--- src/logic/sefb_cfg.svh ---
/*
 * offsets, field positions, reset values, command codes and frame lengths
 * of the serial error-flag, burst and reset-key register bank.
 * assumes it is included by its bare name from the design files.
 */
`ifndef SEFB_CFG_SVH
`define SEFB_CFG_SVH

////////////////////////////////////////////////////////////////////////////////
// register addresses (7-bit)
`define SEFB_ADDR_SWITCH 7'h01
`define SEFB_ADDR_ERR_CFG 7'h02
`define SEFB_ADDR_FLAGS 7'h03
`define SEFB_ADDR_BURST 7'h05
`define SEFB_ADDR_KEY 7'h0B

////////////////////////////////////////////////////////////////////////////////
// reset values
`define SEFB_RST_SWITCH 4'h0
`define SEFB_RST_ERR_CFG 3'h6
`define SEFB_RST_FLAGS 3'h0
`define SEFB_RST_BURST 1'h0

////////////////////////////////////////////////////////////////////////////////
// field positions in error config and error flags
`define SEFB_BIT_CRC 0
`define SEFB_BIT_SCLK 1
`define SEFB_BIT_RW 2

////////////////////////////////////////////////////////////////////////////////
// commands, key values, frame shape
`define SEFB_CLEAR_CMD 16'h6CA9
`define SEFB_KEY_FIRST 8'hA3
`define SEFB_KEY_SECOND 8'h05
`define SEFB_LEN_PLAIN 5'h10
`define SEFB_LEN_CRC 5'h18
`define SEFB_ADDR_BITS 5'h08
`define SEFB_CRC_POLY 8'h07
`define SEFB_CRC_INIT 8'h00

`endif

--- src/logic/sefb_pkg.sv ---
/*
 * types shared by the register bank.
 * assumes nothing beyond a SystemVerilog compiler.
 */
package sefb_pkg;

    typedef enum logic {
        SEFB_IDLE,
        SEFB_FRAME
    } sefb_link_t;

    typedef logic [7:0] sefb_byte_t;

endpackage

--- src/logic/sefb_sync.sv ---
/*
 * two-flop synchroniser for a group of pin inputs.
 * assumes the inputs are quasi-static with respect to clk.
 */
module sefb_sync #(
    parameter int W = 3
) (
    // system
    input wire logic clk,
    input wire logic srst,
    // pins and synchronised copies
    input wire logic [W-1:0] d,
    output logic [W-1:0] q
);

    logic [W-1:0] meta;

    generate
        if (W < 1) begin : g_bad_width
            $error("sefb_sync: width must be at least one");
        end
    endgenerate

    // first stage feeds only the second stage
    always_ff @(posedge clk) begin
        if (srst) begin
            meta <= '0;
            q <= '0;
        end else begin
            meta <= d;
            q <= meta;
        end
    end

endmodule

--- src/logic/sefb_top.sv ---
/*
 * mode-0 serial slave with error flags, burst gating and a two-write reset key.
 * assumes the controller runs the serial clock well below clk/8 and keeps
 * chip select high between non-burst frames.
 */
// Summary of operation
// - the 16-bit clear command zeroes every error flag.
// - the clear command never raises the bad-address flag.
// - with checksum on, the clear only acts when its checksum byte matches.
// - a read of an unimplemented address raises the bad-address flag, bit 2.
// - a write to an unimplemented or read-only address raises bad-address too.
// - a frame ending with the wrong clock count raises flag bit 1.
// - a write with a mismatching checksum raises flag bit 0.
// - flags are read-only at 0x03, reset 0x00, bits 7..3 read zero.
// - with burst on, several frames run under one chip-select low period.
// - burst enable is bit 0 at 0x05, resets off, bits 7..1 read zero.
// - writing 0xA3 then 0x05 to 0x0B returns all registers to defaults.
// - clock count is 16, or 24 with checksum; multiples of those in burst.
// - with checksum on, frames are 24 bits: command then checksum byte.
// - each flag sets only while its detection is enabled; clock-count and bad-address on by default.
`include "sefb_cfg.svh"

module sefb_top (
    // system
    input wire logic clk,
    input wire logic srst,
    // serial link pins
    input wire logic sclk,
    input wire logic cs_n,
    input wire logic sdi,
    output logic sdo,
    output logic sdo_oe,
    // device state
    output logic [3:0] switch_en,
    output logic [2:0] error_flags
);

    ////////////////////////////////////////////////////////////////////////////
    // pin synchronisation and edge detection

    logic [2:0] pin_q;
    logic sclk_s, cs_s, sdi_s, sclk_d;
    logic sclk_rise, sclk_fall;

    sefb_sync #(.W(3)) u_sync (
        .clk(clk),
        .srst(srst),
        .d({sclk, ~cs_n, sdi}),
        .q(pin_q)
    );

    // select enters inverted: the zero reset of the synchroniser reads as
    // deselected, so no false frame follows reset
    assign sclk_s = pin_q[2];
    assign cs_s = ~pin_q[1];
    assign sdi_s = pin_q[0];
    assign sclk_rise = sclk_s & ~sclk_d;
    assign sclk_fall = ~sclk_s & sclk_d;

    ////////////////////////////////////////////////////////////////////////////
    // helpers

    function automatic sefb_pkg::sefb_byte_t crc_step(input sefb_pkg::sefb_byte_t c,
                                                      input logic b);
        crc_step = {c[6:0], 1'b0} ^ ((c[7] ^ b) ? `SEFB_CRC_POLY : 8'h00);
    endfunction

    // address decode shared by the read path and the commit path
    function automatic logic addr_ok(input logic [6:0] a, input logic wr);
        case (a)
            `SEFB_ADDR_SWITCH, `SEFB_ADDR_ERR_CFG, `SEFB_ADDR_BURST,
            `SEFB_ADDR_KEY: addr_ok = 1'b1;
            `SEFB_ADDR_FLAGS: addr_ok = ~wr;
            default: addr_ok = 1'b0;
        endcase
    endfunction

    ////////////////////////////////////////////////////////////////////////////
    // state

    sefb_pkg::sefb_link_t link_st, next_link_st;
    logic [4:0] bit_cnt, next_bit_cnt;
    logic [1:0] frames, next_frames;
    logic [22:0] shift_in, next_shift_in;
    sefb_pkg::sefb_byte_t crc, next_crc;
    sefb_pkg::sefb_byte_t out_sr, next_out_sr;
    logic [15:0] pend_cmd, next_pend_cmd;
    logic pend_bad, next_pend_bad, pend_v, next_pend_v;
    logic [3:0] reg_switch, next_reg_switch;
    logic [2:0] reg_cfg, next_reg_cfg;
    logic [2:0] reg_flags, next_reg_flags;
    logic reg_burst, next_reg_burst;
    logic key_armed, next_key_armed;

    logic [4:0] frame_len;
    logic [23:0] word;
    logic commit, commit_bad, commit_wr, clr, soft_rst;
    logic [15:0] commit_cmd;
    logic [2:0] set_flags;
    logic [6:0] rd_addr, c_addr;
    sefb_pkg::sefb_byte_t rd_data, c_data;

    assign frame_len = reg_cfg[`SEFB_BIT_CRC] ? `SEFB_LEN_CRC : `SEFB_LEN_PLAIN;
    assign word = {shift_in, sdi_s};
    assign rd_addr = shift_in[6:0];
    assign c_addr = commit_cmd[14:8];
    assign c_data = commit_cmd[7:0];
    assign commit_wr = ~commit_cmd[15];

    // read mux, unused bits read as zero
    always_comb begin
        rd_data = 8'h00;
        case (rd_addr)
            `SEFB_ADDR_SWITCH: rd_data = {4'h0, reg_switch};
            `SEFB_ADDR_ERR_CFG: rd_data = {5'h00, reg_cfg};
            `SEFB_ADDR_FLAGS: rd_data = {5'h00, reg_flags};
            `SEFB_ADDR_BURST: rd_data = {7'h00, reg_burst};
            default: rd_data = 8'h00;
        endcase
    end

    ////////////////////////////////////////////////////////////////////////////
    // next-state logic

    always_comb begin
        next_link_st = link_st;
        next_bit_cnt = bit_cnt;
        next_frames = frames;
        next_shift_in = shift_in;
        next_crc = crc;
        next_out_sr = out_sr;
        next_pend_cmd = pend_cmd;
        next_pend_bad = pend_bad;
        next_pend_v = pend_v;
        next_reg_switch = reg_switch;
        next_reg_cfg = reg_cfg;
        next_reg_burst = reg_burst;
        next_key_armed = key_armed;
        commit = 1'b0;
        commit_cmd = pend_cmd;
        commit_bad = pend_bad;
        set_flags = 3'h0;
        clr = 1'b0;
        soft_rst = 1'b0;

        case (link_st)
            sefb_pkg::SEFB_IDLE: begin
                if (!cs_s) begin
                    next_link_st = sefb_pkg::SEFB_FRAME;
                    next_bit_cnt = 5'h00;
                    next_frames = 2'h0;
                    next_out_sr = 8'h00;
                    next_pend_v = 1'b0;
                end
            end
            sefb_pkg::SEFB_FRAME: begin
                if (cs_s) begin
                    next_link_st = sefb_pkg::SEFB_IDLE;
                    next_pend_v = 1'b0;
                    // partial frame or wrong frame count discards the command
                    if (bit_cnt != 5'h00 || frames == 2'h0 ||
                        (!reg_burst && frames != 2'h1)) begin
                        set_flags[`SEFB_BIT_SCLK] = reg_cfg[`SEFB_BIT_SCLK];
                    end else if (!reg_burst && pend_v) begin
                        commit = 1'b1;
                    end
                end else begin
                    if (sclk_rise) begin
                        next_shift_in = word[22:0];
                        if (bit_cnt < `SEFB_LEN_PLAIN) begin
                            next_crc = crc_step((bit_cnt == 5'h00) ? `SEFB_CRC_INIT : crc,
                                                sdi_s);
                        end
                        if (bit_cnt == frame_len - 5'h01) begin
                            next_bit_cnt = 5'h00;
                            next_frames = (frames == 2'h2) ? frames : frames + 2'h1;
                            next_pend_cmd = reg_cfg[`SEFB_BIT_CRC] ? word[23:8] : word[15:0];
                            next_pend_bad = reg_cfg[`SEFB_BIT_CRC] && (word[7:0] != crc);
                            next_pend_v = 1'b1;
                            // burst commits each frame as soon as it completes
                            if (reg_burst) begin
                                commit = 1'b1;
                                commit_cmd = next_pend_cmd;
                                commit_bad = next_pend_bad;
                            end
                        end else begin
                            next_bit_cnt = bit_cnt + 5'h01;
                        end
                    end
                    if (sclk_fall) begin
                        if (bit_cnt == `SEFB_ADDR_BITS) begin
                            next_out_sr = (shift_in[7] && addr_ok(rd_addr, 1'b0)) ?
                                          rd_data : 8'h00;
                        end else begin
                            next_out_sr = {out_sr[6:0], 1'b0};
                        end
                    end
                end
            end
            default: next_link_st = sefb_pkg::SEFB_IDLE;
        endcase

        if (commit) begin
            if (commit_bad) begin
                // a failed checksum also blocks the clear command
                set_flags[`SEFB_BIT_CRC] = commit_wr;
            end else if (commit_cmd == `SEFB_CLEAR_CMD) begin
                clr = 1'b1;
            end else if (!addr_ok(c_addr, commit_wr)) begin
                set_flags[`SEFB_BIT_RW] = reg_cfg[`SEFB_BIT_RW];
            end else if (commit_wr) begin
                next_key_armed = 1'b0;
                case (c_addr)
                    `SEFB_ADDR_SWITCH: next_reg_switch = c_data[3:0];
                    `SEFB_ADDR_ERR_CFG: next_reg_cfg = c_data[2:0];
                    `SEFB_ADDR_BURST: next_reg_burst = c_data[0];
                    `SEFB_ADDR_KEY: begin
                        if (key_armed && c_data == `SEFB_KEY_SECOND) begin
                            soft_rst = 1'b1;
                        end else begin
                            // any other value re-arms only on the first key
                            next_key_armed = (c_data == `SEFB_KEY_FIRST);
                        end
                    end
                    default: next_key_armed = 1'b0;
                endcase
            end
        end

        // set wins over clear; flags otherwise hold
        next_reg_flags = ((clr ? 3'h0 : reg_flags) | set_flags);
        if (soft_rst) begin
            next_reg_switch = `SEFB_RST_SWITCH;
            next_reg_cfg = `SEFB_RST_ERR_CFG;
            next_reg_flags = `SEFB_RST_FLAGS;
            next_reg_burst = `SEFB_RST_BURST;
            next_key_armed = 1'b0;
        end
    end

    ////////////////////////////////////////////////////////////////////////////
    // registers

    always_ff @(posedge clk) begin
        if (srst) begin
            link_st <= sefb_pkg::SEFB_IDLE;
            sclk_d <= 1'b0;
            bit_cnt <= 5'h00;
            frames <= 2'h0;
            shift_in <= 23'h000000;
            crc <= `SEFB_CRC_INIT;
            out_sr <= 8'h00;
            pend_cmd <= 16'h0000;
            pend_bad <= 1'b0;
            pend_v <= 1'b0;
            reg_switch <= `SEFB_RST_SWITCH;
            reg_cfg <= `SEFB_RST_ERR_CFG;
            reg_flags <= `SEFB_RST_FLAGS;
            reg_burst <= `SEFB_RST_BURST;
            key_armed <= 1'b0;
        end else begin
            link_st <= next_link_st;
            sclk_d <= sclk_s;
            bit_cnt <= next_bit_cnt;
            frames <= next_frames;
            shift_in <= next_shift_in;
            crc <= next_crc;
            out_sr <= next_out_sr;
            pend_cmd <= next_pend_cmd;
            pend_bad <= next_pend_bad;
            pend_v <= next_pend_v;
            reg_switch <= next_reg_switch;
            reg_cfg <= next_reg_cfg;
            reg_flags <= next_reg_flags;
            reg_burst <= next_reg_burst;
            key_armed <= next_key_armed;
        end
    end

    ////////////////////////////////////////////////////////////////////////////
    // outputs

    assign sdo = out_sr[7];
    assign sdo_oe = ~cs_s;
    assign switch_en = reg_switch;
    assign error_flags = reg_flags;

endmodule

--- config.mk ---
export PLATFORM = sky130hd
export DESIGN_NAME = sefb_top
export DESIGN_NICKNAME = d
export VERILOG_FILES = /design/src/logic/sefb_pkg.sv /design/src/logic/sefb_sync.sv /design/src/logic/sefb_top.sv
export VERILOG_INCLUDE_DIRS = /design/src /design/src/logic
export SDC_FILE = /design/constraint.sdc
export NUM_CORES = 1
export LEC_CHECK = 0
export ABC_AREA = 1
export ABC_CLOCK_PERIOD_IN_PS = 3000
export BUFFER_PORTS_ARGS = -buffer_cell sky130_fd_sc_hd__clkbuf_2
export CORE_MARGIN = 2
export CORE_UTILIZATION = 52
export DETAILED_ROUTE_END_ITERATION = 8
export GPL_TIMING_DRIVEN = 1
export PLACE_DENSITY_LB_ADDON = 0.25
export SETUP_SLACK_MARGIN = 0.4
export SLEW_MARGIN = 20
export SYNTH_ARGS = -nofsm -noshare
export SYNTH_HDL_FRONTEND = slang
export SYNTH_SLANG_ARGS = --single-unit
--- constraint.sdc ---
create_clock -name clk -period 3 [get_ports clk]
set_input_delay 0.6 -clock clk [delete_from_list [all_inputs] [get_ports clk]]
set_output_delay 0.6 -clock clk [all_outputs]
set_load 0.01 [all_outputs]
== Yosys cells after proc, flatten, opt, wreduce, memory -nomap -nowiden ==
Index checks and enable logic that the tools add are counted.

* Register bits: 84
* Input port bits: 5
* Output and inout bits: 9
* Logic and storage cells: 160

* Add/sub/neg operators: 3
* Magnitude comparators: 1
* Eq/ne operators: 26
* Multiplexer cells: 76
* Bitwise operators: 12
* Reductions and logical operators: 25

{| class="wikitable"
|+ Operators by type and width
! kind !! number
|-
| 16-bit 2-to-1 mux || 6
|-
| 8-bit 2-to-1 mux || 6
|-
| 1-bit 2-to-1 mux || 46
|-
| 7-bit by 2-bit == test with 1-bit output (second input constant) || 4
|-
| 5-bit 2-to-1 mux || 4
|-
| 6-bit AND reduction || 3
|-
| 16-bit by 15-bit == test with 1-bit output (second input constant) || 1
|-
| 4-bit one-hot mux with 4 select lines || 1
|-
| 8-bit one-hot mux with 2 select lines || 1
|-
| 7-bit by 1-bit == test with 1-bit output (second input constant) || 2
|-
| 7-bit by 3-bit == test with 1-bit output (second input constant) || 2
|-
| 7-bit by 4-bit == test with 1-bit output (second input constant) || 2
|-
| 3-bit AND reduction || 4
|-
| 2-bit 2-to-1 mux || 5
|-
| 5-bit one-hot mux with 2 select lines || 1
|-
| 5-bit AND reduction || 2
|-
| 8-bit by 3-bit == test with 1-bit output (second input constant) || 1
|-
| 8-bit == test (second input constant) || 1
|-
| 2-bit by 1-bit != test with 1-bit output (second input constant) || 4
|-
| 8-bit != test || 1
|-
| 4-bit AND reduction || 2
|-
| 8-bit by 3-bit XOR with 8-bit output || 1
|-
| 1-bit inverter || 7
|-
| 3-bit 2-to-1 mux || 2
|-
| 24 further kinds || 34
|}

== Depth between registers and ports, before layout ==
Gate-level depths: netlist (run 1).

* Depth in word-level cells: 18
* Depth in mapped cells: 20

== By module ==
From an unflattened synthesis (run 1), not the netlist that was laid out.

* Cell total of the unflattened synthesis: 667
* Area, all modules: 4360.4 µm²

{| class="wikitable"
|+ Modules (own cells, without submodules)
! module !! times used !! cells each !! area each (µm²)
|-
| sefb_top || 1 || 649 || 4195.3
|-
| sefb_sync || 1 || 18 || 165.2
|}

== Worst setup path before layout (run 1) ==
No wires, ideal clock.

* Kind: reg-to-reg
* Start point: register bit_cnt[0]
* End point: register reg_switch[3] (netlist: switch_en[3])
* Setup time: 0.070 ns
* Arrival: 2.031 ns
* Data required time: 2.930 ns
* Slack: 0.899 ns
* Stages on the path, launching flop included: 18
* Period minus slack after synthesis: 2.101 ns
* Cells stage by stage: dfxtp_1 ha_1 nand2_1 inv_1 nand2_1 nor2_4 nand3_4 buf_6 o21ai_2 nand2_1 nor2_2 nand2_1 nor2_2 nor2_1 buf_6 nand2_2 nand2_1 a21oi_1

* Longest elaborated chain between the ends: 16
* Elaborated cells between the ends (all ways): 42

{| class="wikitable"
|+ RTL lines
! what !! line !! source
|-
| from (decl) || sefb_top.sv:82 || <nowiki>logic [4:0] bit_cnt, next_bit_cnt;</nowiki>
|-
| from (signal assigned) || sefb_top.sv:264 || <nowiki>bit_cnt <= next_bit_cnt;</nowiki>
|-
| 5-bit == test || sefb_top.sv:174 || <nowiki>if (bit_cnt == frame_len - 5'h01) begin</nowiki>
|-
| 16-bit 2-to-1 mux || sefb_top.sv:174 ||
|-
| 16-bit 2-to-1 mux || sefb_top.sv:168 || <nowiki>if (sclk_rise) begin</nowiki>
|-
| 16-bit 2-to-1 mux || sefb_top.sv:157 || <nowiki>if (cs_s) begin</nowiki>
|-
| 16-bit 2-to-1 mux || sefb_top.sv:146 || <nowiki>case (link_st)</nowiki>
|-
| 7-bit by 4-bit == test with 1-bit output, or another cell as far along || sefb_top.sv:70, sefb_top.sv:213 ||
|-
| 4-bit OR reduction || sefb_top.sv:70 || <nowiki>case (a)</nowiki>
|-
| 1-bit one-hot mux with 2 select lines || sefb_top.sv:70 ||
|-
| 1-bit 2-to-1 mux || sefb_top.sv:207 || <nowiki>end else if (commit_cmd == `SEFB_CLEAR_CMD) begin</nowiki>
|-
| 1-bit 2-to-1 mux || sefb_top.sv:204 || <nowiki>if (commit_bad) begin</nowiki>
|-
| 1-bit 2-to-1 mux || sefb_top.sv:203 || <nowiki>if (commit) begin</nowiki>
|-
| 1-bit 2-to-1 mux || sefb_top.sv:209 || <nowiki>end else if (!addr_ok(c_addr, commit_wr)) begin</nowiki>
|-
| 1-bit 2-to-1 mux || sefb_top.sv:207 ||
|-
| 1-bit 2-to-1 mux || sefb_top.sv:204 ||
|-
| 1-bit 2-to-1 mux || sefb_top.sv:203 ||
|-
| 2-bit OR reduction (no source line) || n/a ||
|-
| to (signal assigned) || sefb_top.sv:256 || <nowiki>reg_switch <= `SEFB_RST_SWITCH;</nowiki>
|-
| to (signal assigned) || sefb_top.sv:272 || <nowiki>reg_switch <= next_reg_switch;</nowiki>
|-
| to (decl) || sefb_top.sv:89 || <nowiki>logic [3:0] reg_switch, next_reg_switch;</nowiki>
|}

Parallel ways exist; a longest one is shown, timed or not. The select of a mux whose other input is x is not followed.
A chain may end at the register's enable or synchronous reset.

== Final worst setup path (run 1) ==
* Start point: register bit_cnt[0]
* End point: register reg_switch[2] (netlist: switch_en[2])

The elaborated chain is that of the path after synthesis.

==> metrics.cfg, run 1 <==
[setup_path]
worstPathRequired_ns = 3.30
r2r-end = switch_en[2]
worstSetupStartpoint = bit_cnt[0]
critPathBufInv = 2
r2r-start = bit_cnt[0]
slowest_delay_ns = 0.36
endpoint = switch_en[2]
arrival_ns = 2.82
crit_family = simple AND/OR/NAND/NOR gates
setup.worst_path.end_class = flop
cp_max_fo = 6
cp.depth = 17
critPathKind = reg2reg
rr_worst_depth = 17
start_kind = flop
path_cells = ha_1 -> nand2_2 -> nor2_1 -> nand3_2 -> nor2_4 -> buf_6 -> nand3_1 -> nand2_2 -> nand2_1 -> nor2_1 -> nand2_1 -> nor2_4 -> nor2_4 -> buf_4 -> nand2_2 -> nand2_1 -> a21oi_1
r2r_slack_ns = 0.48
cpMaxStageDelayCell = dfxtp_2

[cts]
cts.hold.buffers_added = 0
htree_levels = 3
clock_sinks = 84
root_buffer = clkbuf_8
cts_made_buffers = 9
clk_pin_slew_ns = 0.09
clockBufferDepth = 2
clock_latency_ns = 0.37
cts_tree = built

[timing]
fmax_mhz = 397
maxSlewHeadroom_pct = 61.7
setup_slack_ns = 0.480
finalMaxSlewViolations = 0
tightest_slew_ns = 0.568
clock_skew_ns = 0.0168
rsz0062_at_grt = false
setup_viol = 0
period_needed_ns = 2.52
period_share_pct = 84.0
tns_ns = 0
hold_violations = 0

[cells_and_area]
final-instance-count-excl-fill = 761
layout_commonest_cell = nand2_1
syn_to_final_growth_pct = 15.2
drive_above_1_share_pct = 15.5
fin_util_pct = 62.3
layout.nets = 664
mostFrequentLayoutCells = nand2_1, dfxtp_1, inv_1, nor2_1
antenna_cells = 0
finalInstanceArea_mm2 = 0.00484

[pwr]
power.density_mw_per_mm2 = 414
comb_power_share_pct = 2.7
p_leak_nw = 2.00
swShare_pct = 23.9
p_switching_mw = 0.478
peakVddDrop_v = 0.000254
clkPwrFrac_pct = 41.1
power_frac_seq_pct = 56.2
p_int_mw = 1.53

[logic_synthesis]
async_reset_ff_share_pct = 0
yosysUniqueCellTypes = 33
netlist_area_mm2 = 0.00420
synth_nets = 638
synth_ff_type = dfxtp_1
synth_warnings = 0
synth_seq_cells = 84
avgSynthCellArea_um2 = 6.69
yosysSeqAreaShare_pct = 40.0
synth_edf_count = 0
postSynthCellCount = 628

[route]
wirelength_um = 10300
ant_nets = 0
drt_iter0_drc = 259
firstDrtPassIters = 5
wl_per_cell_um = 13.5
drc = 0
vias = 4166
viasPerCell = 5.47

[floorplan]
io_pins = 14
rows = 32
die_y_um = 93.9
die_x_um = 93.9
die-area_mm2 = 0.00882
start_util_pct = 54.1
core_mm2 = 0.00777

[placed_design]
place_ws_ns = 0.288
detailed_place_hpwl_um = 6860
gp_congestion = 0.860
port_buffers = 13
placed_cell_area_mm2 = 0.00435
place_inst = 729

[global_route]
grt.met1_usage_pct = 31.3
grt_pass1_vias = 3502
grt_max_degree = 40
grt_util_met2_pct = 35.3
grt-ovfl-total = 0
grt_pass1_wl_um = 15900
grt_most_used_layer = met2
antenna_found_initial = 0
grt_usage_pct = 22.6
met3_usage_pct = 4.17

[job]
cap_violations = 0

[status]
status = finished, final reports clean

[worst_hold_path]
min_path_type = in2reg

## Yosys cell counts (all sizes together), types with 3 or more instances
library cell  number  share of area (%)
nand2            152                 14
inv               86                7.7
dfxtp             84                 40
nor2              72                6.8
o21ai             64                8.1
a21oi             57                6.8
nand3             34                4.3
clkbuf            14                1.3
a211oi            13                2.3
nand4             11                1.6
buf                9                1.5
ha                 5                1.5
or2                5               0.74
xor2               5                1.0
nor3               4               0.48
o211ai             3               0.54
## through the flow
stage                     hold WS [ns]  power [mW]
after global placement           0.389        1.20
after floorplan                  0.388        1.19
after detailed placement         0.397        1.20
after global routing             0.387        2.07
final                            0.385        2.00
after CTS                        0.372        2.01
## state kept, by name, summed over array words and instances (netlist names), 2 cells and up
| register | count |
|---|---|
| crc | 8 |
| frames | 2 |
| u_sync.meta | 3 |
| error_flags | 3 |
| bit_cnt | 5 |
| shift_in | 23 |
| out_sr | 8 |
| reg_cfg | 3 |
| u_sync.q | 3 |
| pend_cmd | 16 |
| switch_en | 4 |
## repair_timing
action / CTS / global route
pin swaps: 1 / 13
setup endpoints to repair: 8 / 12
gates cloned: 1 / 4
resized for setup: 5 / 38
buffers inserted: 0 / 11
## routing by layer
metal  part of all wire, %  up-vias  routed length, um
met5                     0        -                  0
met2                    47      151               4850
met1                    45     1901               4630
li1                      -     2088                  -
met3                   5.7       26                581
met4                   2.0        0                204
## power groups by stage
stage	registers [mW]	logic (mW)	clock network [mW]
after floorplan	1.15	0.0373	0
after global placement	1.15	0.0508	0
after detailed placement	1.15	0.0520	0
after CTS	1.13	0.0529	0.831
after global routing	1.13	0.0620	0.877
final	1.13	0.0543	0.823
## worst min path at each step
stage | start | endpoint | cells after the start
2_1_floorplan | u_sync.meta[0] | u_sync.q[0] | 2
3_3_place_gp | u_sync.meta[2] | u_sync.q[2] | 2
3_5_place_dp | u_sync.meta[1] | u_sync.q[1] | 2
4_1_cts | cs_n | u_sync.meta[1] | 2
5_1_grt | cs_n | u_sync.meta[1] | 2
6_report | cs_n | u_sync.meta[1] | 2
## area by class of cell
type / instances / area, um^2
Tap cell: 102 / 128
Sequential cell: 84 / 1690
Clock buffer: 9 / 124
Multi-Input combinational cell: 439 / 2270
Inverter: 87 / 327
Clock inverter: 7 / 76.3
Timing Repair Buffer: 33 / 231
Fill cell: 701 / 2930
## kinds of logic (layout without fill, tap and decap cells)
logic type                 count (synthesis)  in the layout  synth area share [%]
DFF                                       84             84                  40.0
xor gates and xnor gates                   7              7                  1.46
buffers and inverters                    110            136                  10.5
AOI/OAI and AO/OA                        141            141                  18.4
and+or+nand+nor                          281            286                  28.1
adders and majority gates                  5              5                  1.49
No activity file was read; power rests on OpenSTA's default activity.
==> inputs of run 2 (changes only) <==
--- a/config.mk
+++ b/config.mk
@@ -7,7 +7,7 @@
 export NUM_CORES = 1
 export LEC_CHECK = 0
 export ABC_AREA = 1
-export ABC_CLOCK_PERIOD_IN_PS = 3000
+export ABC_CLOCK_PERIOD_IN_PS = 2500
 export BUFFER_PORTS_ARGS = -buffer_cell sky130_fd_sc_hd__clkbuf_2
 export CORE_MARGIN = 2
 export CORE_UTILIZATION = 52
==> constraint.sdc (replaced) <==
create_clock -name clk -period 2.5 [get_ports clk]
set_input_delay 0.5 -clock clk [delete_from_list [all_inputs] [get_ports clk]]
set_output_delay 0.5 -clock clk [all_outputs]
set_load 0.01 [all_outputs]
==> run 2 against run 1 <==
- via count is 1.5% higher
- register-to-register slack worse by 0.32 ns
- sequential power is 19% higher
- total power is 35% higher
- clock-buffer cell count is 1 higher
- clock skew is 0.0045 ns lower
- non-clock buffer count is 22 higher
- setup slack worse by 0.32 ns
- largest cell class unchanged
==> metrics.cfg, run 2 (synthesis results as in run 1) <==
[status]
status = finished, final reports clean

[cells_and_area]
antenna_cells = 0
drive_above_1_share_pct = 20.3
largest_register = shift_in
layout_commonest_cell = nand2_1
mostFrequentLayoutCells = nand2_1, dfxtp_1, inv_1, nor2_1, a21oi_1
fillers = 644
top_regs = shift_in: 23 flops, pend_cmd: 16 flops
layout.nets = 685
final-instance-count-excl-fill = 782
syn_to_final_growth_pct = 22.7
largest_reg_flops = 23
finalInstanceArea_mm2 = 0.00515

[route]
vias = 4229
wirelength_um = 10900
ant_nets = 0
firstDrtPassIters = 4
drc = 0
viasPerCell = 5.41
drt_iter0_drc = 332
wl_per_cell_um = 14.0

[pwr]
comb_power_share_pct = 2.6
swShare_pct = 20.9
p_leak_nw = 2.19
clkPwrFrac_pct = 47.3
p_switching_mw = 0.564
power_frac_seq_pct = 50.1
p_int_mw = 2.13
peakVddDrop_v = 0.000292
power.density_mw_per_mm2 = 523

[setup_path]
path_cells = ha_4 -> nand2_4 -> inv_4 -> nand2_4 -> nor2_4 -> buf_6 -> nand3_4 -> nand2_1 -> o21ai_4 -> nand2_2 -> nor2_1 -> nand2_1 -> nor2_2 -> nor2_2 -> nand2_1 -> o21ai_0 -> nand2_1
setup.worst_path.end_class = flop
cp_max_fo = 7
critPathKind = reg2reg
slowest_delay_ns = 0.38
arrival_ns = 2.58
start_kind = flop
cpMaxStageDelayCell = dfxtp_4
worstPathRequired_ns = 2.74
cp_common_cell = nand2_1

[cts]
clock_latency_ns = 0.35
cts_made_buffers = 9
cts_tree = built
htree_levels = 3
clk_pin_slew_ns = 0.09
clock_sinks = 84
root_buffer = clkbuf_8
clockBufferDepth = 2

[timing]
finalMaxSlewViolations = 0
setup_viol = 0
tightest_slew_ns = 0.659
fmax_mhz = 427
tns_ns = 0
maxSlewHeadroom_pct = 56.0
hold_violations = 0
period_needed_ns = 2.34
rsz0062_at_grt = true
period_share_pct = 93.6
clock_skew_ns = 0.0123

[job]
cap_violations = 0

[placed_design]
port_buffers = 13
gp_congestion = 0.908
placed_cell_area_mm2 = 0.00442
place_inst = 736
detailed_place_hpwl_um = 6980

[worst_hold_path]
min_path_type = in2reg

[global_route]
grt_pass1_wl_um = 17700
grt_most_used_layer = met2
grt_usage_pct = 25.2
grt_util_met2_pct = 42.1
grt_max_degree = 40
grt.met1_usage_pct = 32.7
grt-ovfl-total = 0
antenna_found_initial = 0
grt_pass1_vias = 3826
met3_usage_pct = 4.74

[floorplan]
core_mm2 = 0.00777
die_x_um = 93.9
die-area_mm2 = 0.00882
io_pins = 14
start_util_pct = 54.1
die_y_um = 93.9
rows = 32

-- run 2: cell types whose count changed in the layout (fill, tap and decap cells not counted), moves of 3 or more --
cell and change:
o21ai_4 -4, nor2_1 -4, o21ai_1 +4, bufinv_16 +3, nand2_1 -3, nor2_4 -4
nand2_4 +3, nor2_2 +7, o21ai_0 -4, o21ai_2 +4, buf_6 +8, buf_4 +13
-- run 2: power groups by stage --
stage	clock network, mW	logic, mW	registers [mW]
after floorplan	0	0.0447	1.38
after global routing	1.35	0.0793	1.35
after detailed placement	0	0.0655	1.38
final	1.27	0.0714	1.35
after global placement	0	0.0630	1.38
after CTS	1.29	0.0680	1.35
-- run 2: critical path: cells and delay by family, from the launching register on --
kind                     cells  cell delay (ns)
buffers and inverters        2             0.23
AND/OR/NAND/NOR             12             1.19
flip-flops                   1             0.38
AO/OA/AOI/OAI                2             0.27
adder cells (fa/ha/maj)      1             0.15
-- run 2: through the flow --
stage / util (%) / hold WS, ns / setup slack (ns) / power (mW)
after floorplan: - / 0.388 / 0.414 / 1.43
after global placement: 56.8 / 0.391 / 0.107 / 1.44
after detailed placement: 56.8 / 0.395 / 0.0408 / 1.45
after CTS: 64.1 / 0.271 / 0.287 / 2.70
after global routing: 66.4 / 0.286 / -0.0155 / 2.78
final: 66.4 / 0.282 / 0.159 / 2.70
-- run 2: cell type report --
type | count | area (um^2) | share of cell area [%]
Tap cell | 102 | 128 | 2.48
Sequential cell | 84 | 1690 | 32.8
Clock inverter | 6 | 134 | 2.60
Multi-Input combinational cell | 438 | 2290 | 44.4
Clock buffer | 10 | 128 | 2.48
Inverter | 87 | 333 | 6.46
Timing Repair Buffer | 55 | 452 | 8.76
-- run 2: worst paths after layout --
| check | cells after the start | end | start | slack [ns] |
|---|---|---|---|---|
| max | 17 | reg_cfg[2] | bit_cnt[1] | 0.16 |
| min | 2 | u_sync.meta[1] | cs_n | 0.28 |
| max reg2reg | 17 | reg_cfg[2] | bit_cnt[1] | 0.16 |
| min reg2reg | 2 | u_sync.q[0] | u_sync.meta[0] | 0.40 |
-- run 2: timing repair --
action,4_1_cts,5_1_grt
gates cloned,4,1
endpoints found under the setup margin,12,19
gates resized for setup,26,46
hold buffers,0,0
buffers inserted,20,5
hold endpoints to repair,0,0
pin swaps,9,16
-- run 2: per-layer routing --
metal  routed length, um  part of all wire, %  vias to the layer above
li1                    -                    -                     2125
met1                4890                   45                     1946
met2                5240                   48                      136
met3                 589                  5.4                       22
met4                 213                  1.9                        0
met5                   0                    0                        -
==> inputs of run 3 (changes only) <==
--- a/config.mk
+++ b/config.mk
@@ -11,10 +11,11 @@
 export BUFFER_PORTS_ARGS = -buffer_cell sky130_fd_sc_hd__clkbuf_2
 export CORE_MARGIN = 2
 export CORE_UTILIZATION = 52
+export CTS_BUF_LIST = sky130_fd_sc_hd__clkbuf_8
 export DETAILED_ROUTE_END_ITERATION = 8
 export GPL_TIMING_DRIVEN = 1
 export PLACE_DENSITY_LB_ADDON = 0.25
-export SETUP_SLACK_MARGIN = 0.4
+export SETUP_SLACK_MARGIN = 0.3
 export SLEW_MARGIN = 20
 export SYNTH_ARGS = -nofsm -noshare
 export SYNTH_HDL_FRONTEND = slang
==> run 3 against run 2 <==
- combinational power increased by 3.4%
- global-route usage up 1.9 points
- non-clock buffer count increased by 8
- core utilization is 0.79 points higher
- register-to-register slack lost 0.097 ns
- hold slack worse by 0.0018 ns
- cell count is 1.0% higher
- critical path type unchanged
==> metrics.cfg, run 3 (synthesis results as in run 1) <==
[route]
wirelength_um = 11300
wl_per_cell_um = 14.3
drt_iter0_drc = 264
viasPerCell = 5.48
vias = 4330
drc = 0
ant_nets = 0
firstDrtPassIters = 5

[floorplan]
die-area_mm2 = 0.00882
die_x_um = 93.9
die_y_um = 93.9
start_util_pct = 54.1
rows = 32
io_pins = 14
core_mm2 = 0.00777

[cts]
htree_levels = 3
cts.hold.buffers_added = 0
cts_tree = built
clock_sinks = 84
clock_latency_ns = 0.36
cts_made_buffers = 9
clockBufferDepth = 2
clk_pin_slew_ns = 0.09
root_buffer = clkbuf_8

[cells_and_area]
layout_commonest_cell = nand2_1
drive_above_1_share_pct = 21.9
largest_reg_flops = 23
largest_register = shift_in
antenna_cells = 0
layout.nets = 693
syn_to_final_growth_pct = 24.2
top_regs = shift_in: 23 flops, pend_cmd: 16 flops
mostFrequentLayoutCells = nand2_1, dfxtp_1, inv_1, nor2_1, o21ai_0
fin_util_pct = 67.2
fillers = 657

[pwr]
peakVddDrop_v = 0.000317
finalPower_mw = 2.52
p_leak_nw = 2.21
power.density_mw_per_mm2 = 484

[job]
cap_violations = 0

[global_route]
grt_max_degree = 40
antenna_found_initial = 0
grt-ovfl-total = 0
grt_pass1_wl_um = 19200
grt_usage_pct = 27.1
grt_pass1_vias = 4138

[timing]
period_needed_ns = 2.44
period_share_pct = 97.5
rsz0062_at_grt = true
setup_slack_ns = 0.0623
setup_viol = 0
hold_violations = 0
clock_skew_ns = 0.0129
fmax_mhz = 410
maxSlewHeadroom_pct = 58.3
finalMaxSlewViolations = 0
tightest_slew_ns = 0.625

[setup_path]
cp_max_fo = 10
worstPathRequired_ns = 2.76
rr_worst_depth = 15
arrival_ns = 2.69
r2r-start = bit_cnt[0]
start_kind = flop
critPathKind = reg2reg
r2r_slack_ns = 0.06
setup.worst_path.end_class = flop
r2r-end = error_flags[0]

[status]
status = finished, final reports clean

[placed_design]
place_ws_ns = -0.0795
detailed_place_hpwl_um = 7010
port_buffers = 13
gp_congestion = 0.913

[worst_hold_path]
whs_endpoint = u_sync.meta[1]
min_path_type = in2reg
worstHoldStart = cs_n
hold_depth = 2

==> run 3: cell count changes in the layout (fill, tap and decap cells not counted), sizes merged <==
cell | previous run | this run
clkinv | 1 | 0
inv | 87 | 88
clkinvlp | 1 | 3
bufinv | 4 | 2
buf | 41 | 49
==> run 3: worst max-delay path, stage by stage, from the launching register on <==
cell     delay [ns]
dfxtp_2        0.36
ha_4           0.15
nand2_4        0.06
nor2_2         0.14
nand3_1        0.14
nor2_4         0.14
buf_12         0.13
nand3_1        0.08
nand2_2        0.10
nand2_1        0.07
nor2_2         0.15
nand3_1        0.15
nor2_1         0.14
nand4_1        0.22
nand2_2        0.24
a21oi_2        0.04
==> run 3: layout make-up <==
cell class | count | area (um^2) | share of cell area [%]
multi-input combinational | 438 | 2300 | 44.2
tap | 102 | 128 | 2.45
sequential | 84 | 1690 | 32.4
inverter | 87 | 333 | 6.38
timing repair buffer | 63 | 536 | 10.3
clock buffer | 10 | 138 | 2.64
clock inverter | 6 | 87.6 | 1.68
==> run 3: power breakdown <==
| group | internal [mW] | switching, mW |
|---|---|---|
| combinational | 0.0220 | 0.0518 |
| sequential | 1.34 | 0.00567 |
| clock | 0.590 | 0.510 |
==> run 3: what timing repair did <==
item / 4_1_cts / 5_1_grt
pin swaps: 22 / 18
endpoints found under the setup margin: 12 / 20
buffers inserted: 27 / 5
cloned: 6 / 0
resized for setup: 37 / 43
==> run 3: through the flow <==
stage	std cells	TNS [ns]	instance area [um^2]	hold WS, ns
floorplan	628	0	4200	0.388
global placement	736	0	4420	0.390
detailed placement	736	-0.385	4420	0.394
CTS	785	0	5030	0.270
global route	790	-0.599	5220	0.272
finish	790	0	5220	0.280
==> run 3: routing by layer <==
metal  vias up  track usage, %  wire length [um]
met3        31            4.82               619
met1      1992            34.8              4880
met2       155            44.8              5560
met4         0            11.7               252
met5         -               0                 0
li1       2152               -                 -
==> run 3: worst max path at each step <==
stage               slack, ns       start  cells after the start              to
finish                   0.06  bit_cnt[0]                     15  error_flags[0]
global route            -0.08  bit_cnt[4]                     16       reg_burst
CTS                      0.23  bit_cnt[1]                     19      reg_cfg[2]
detailed placement      -0.08  bit_cnt[0]                     16      reg_cfg[2]
global placement         0.05  bit_cnt[0]                     16      reg_cfg[1]
floorplan                0.40  bit_cnt[0]                     17    switch_en[3]
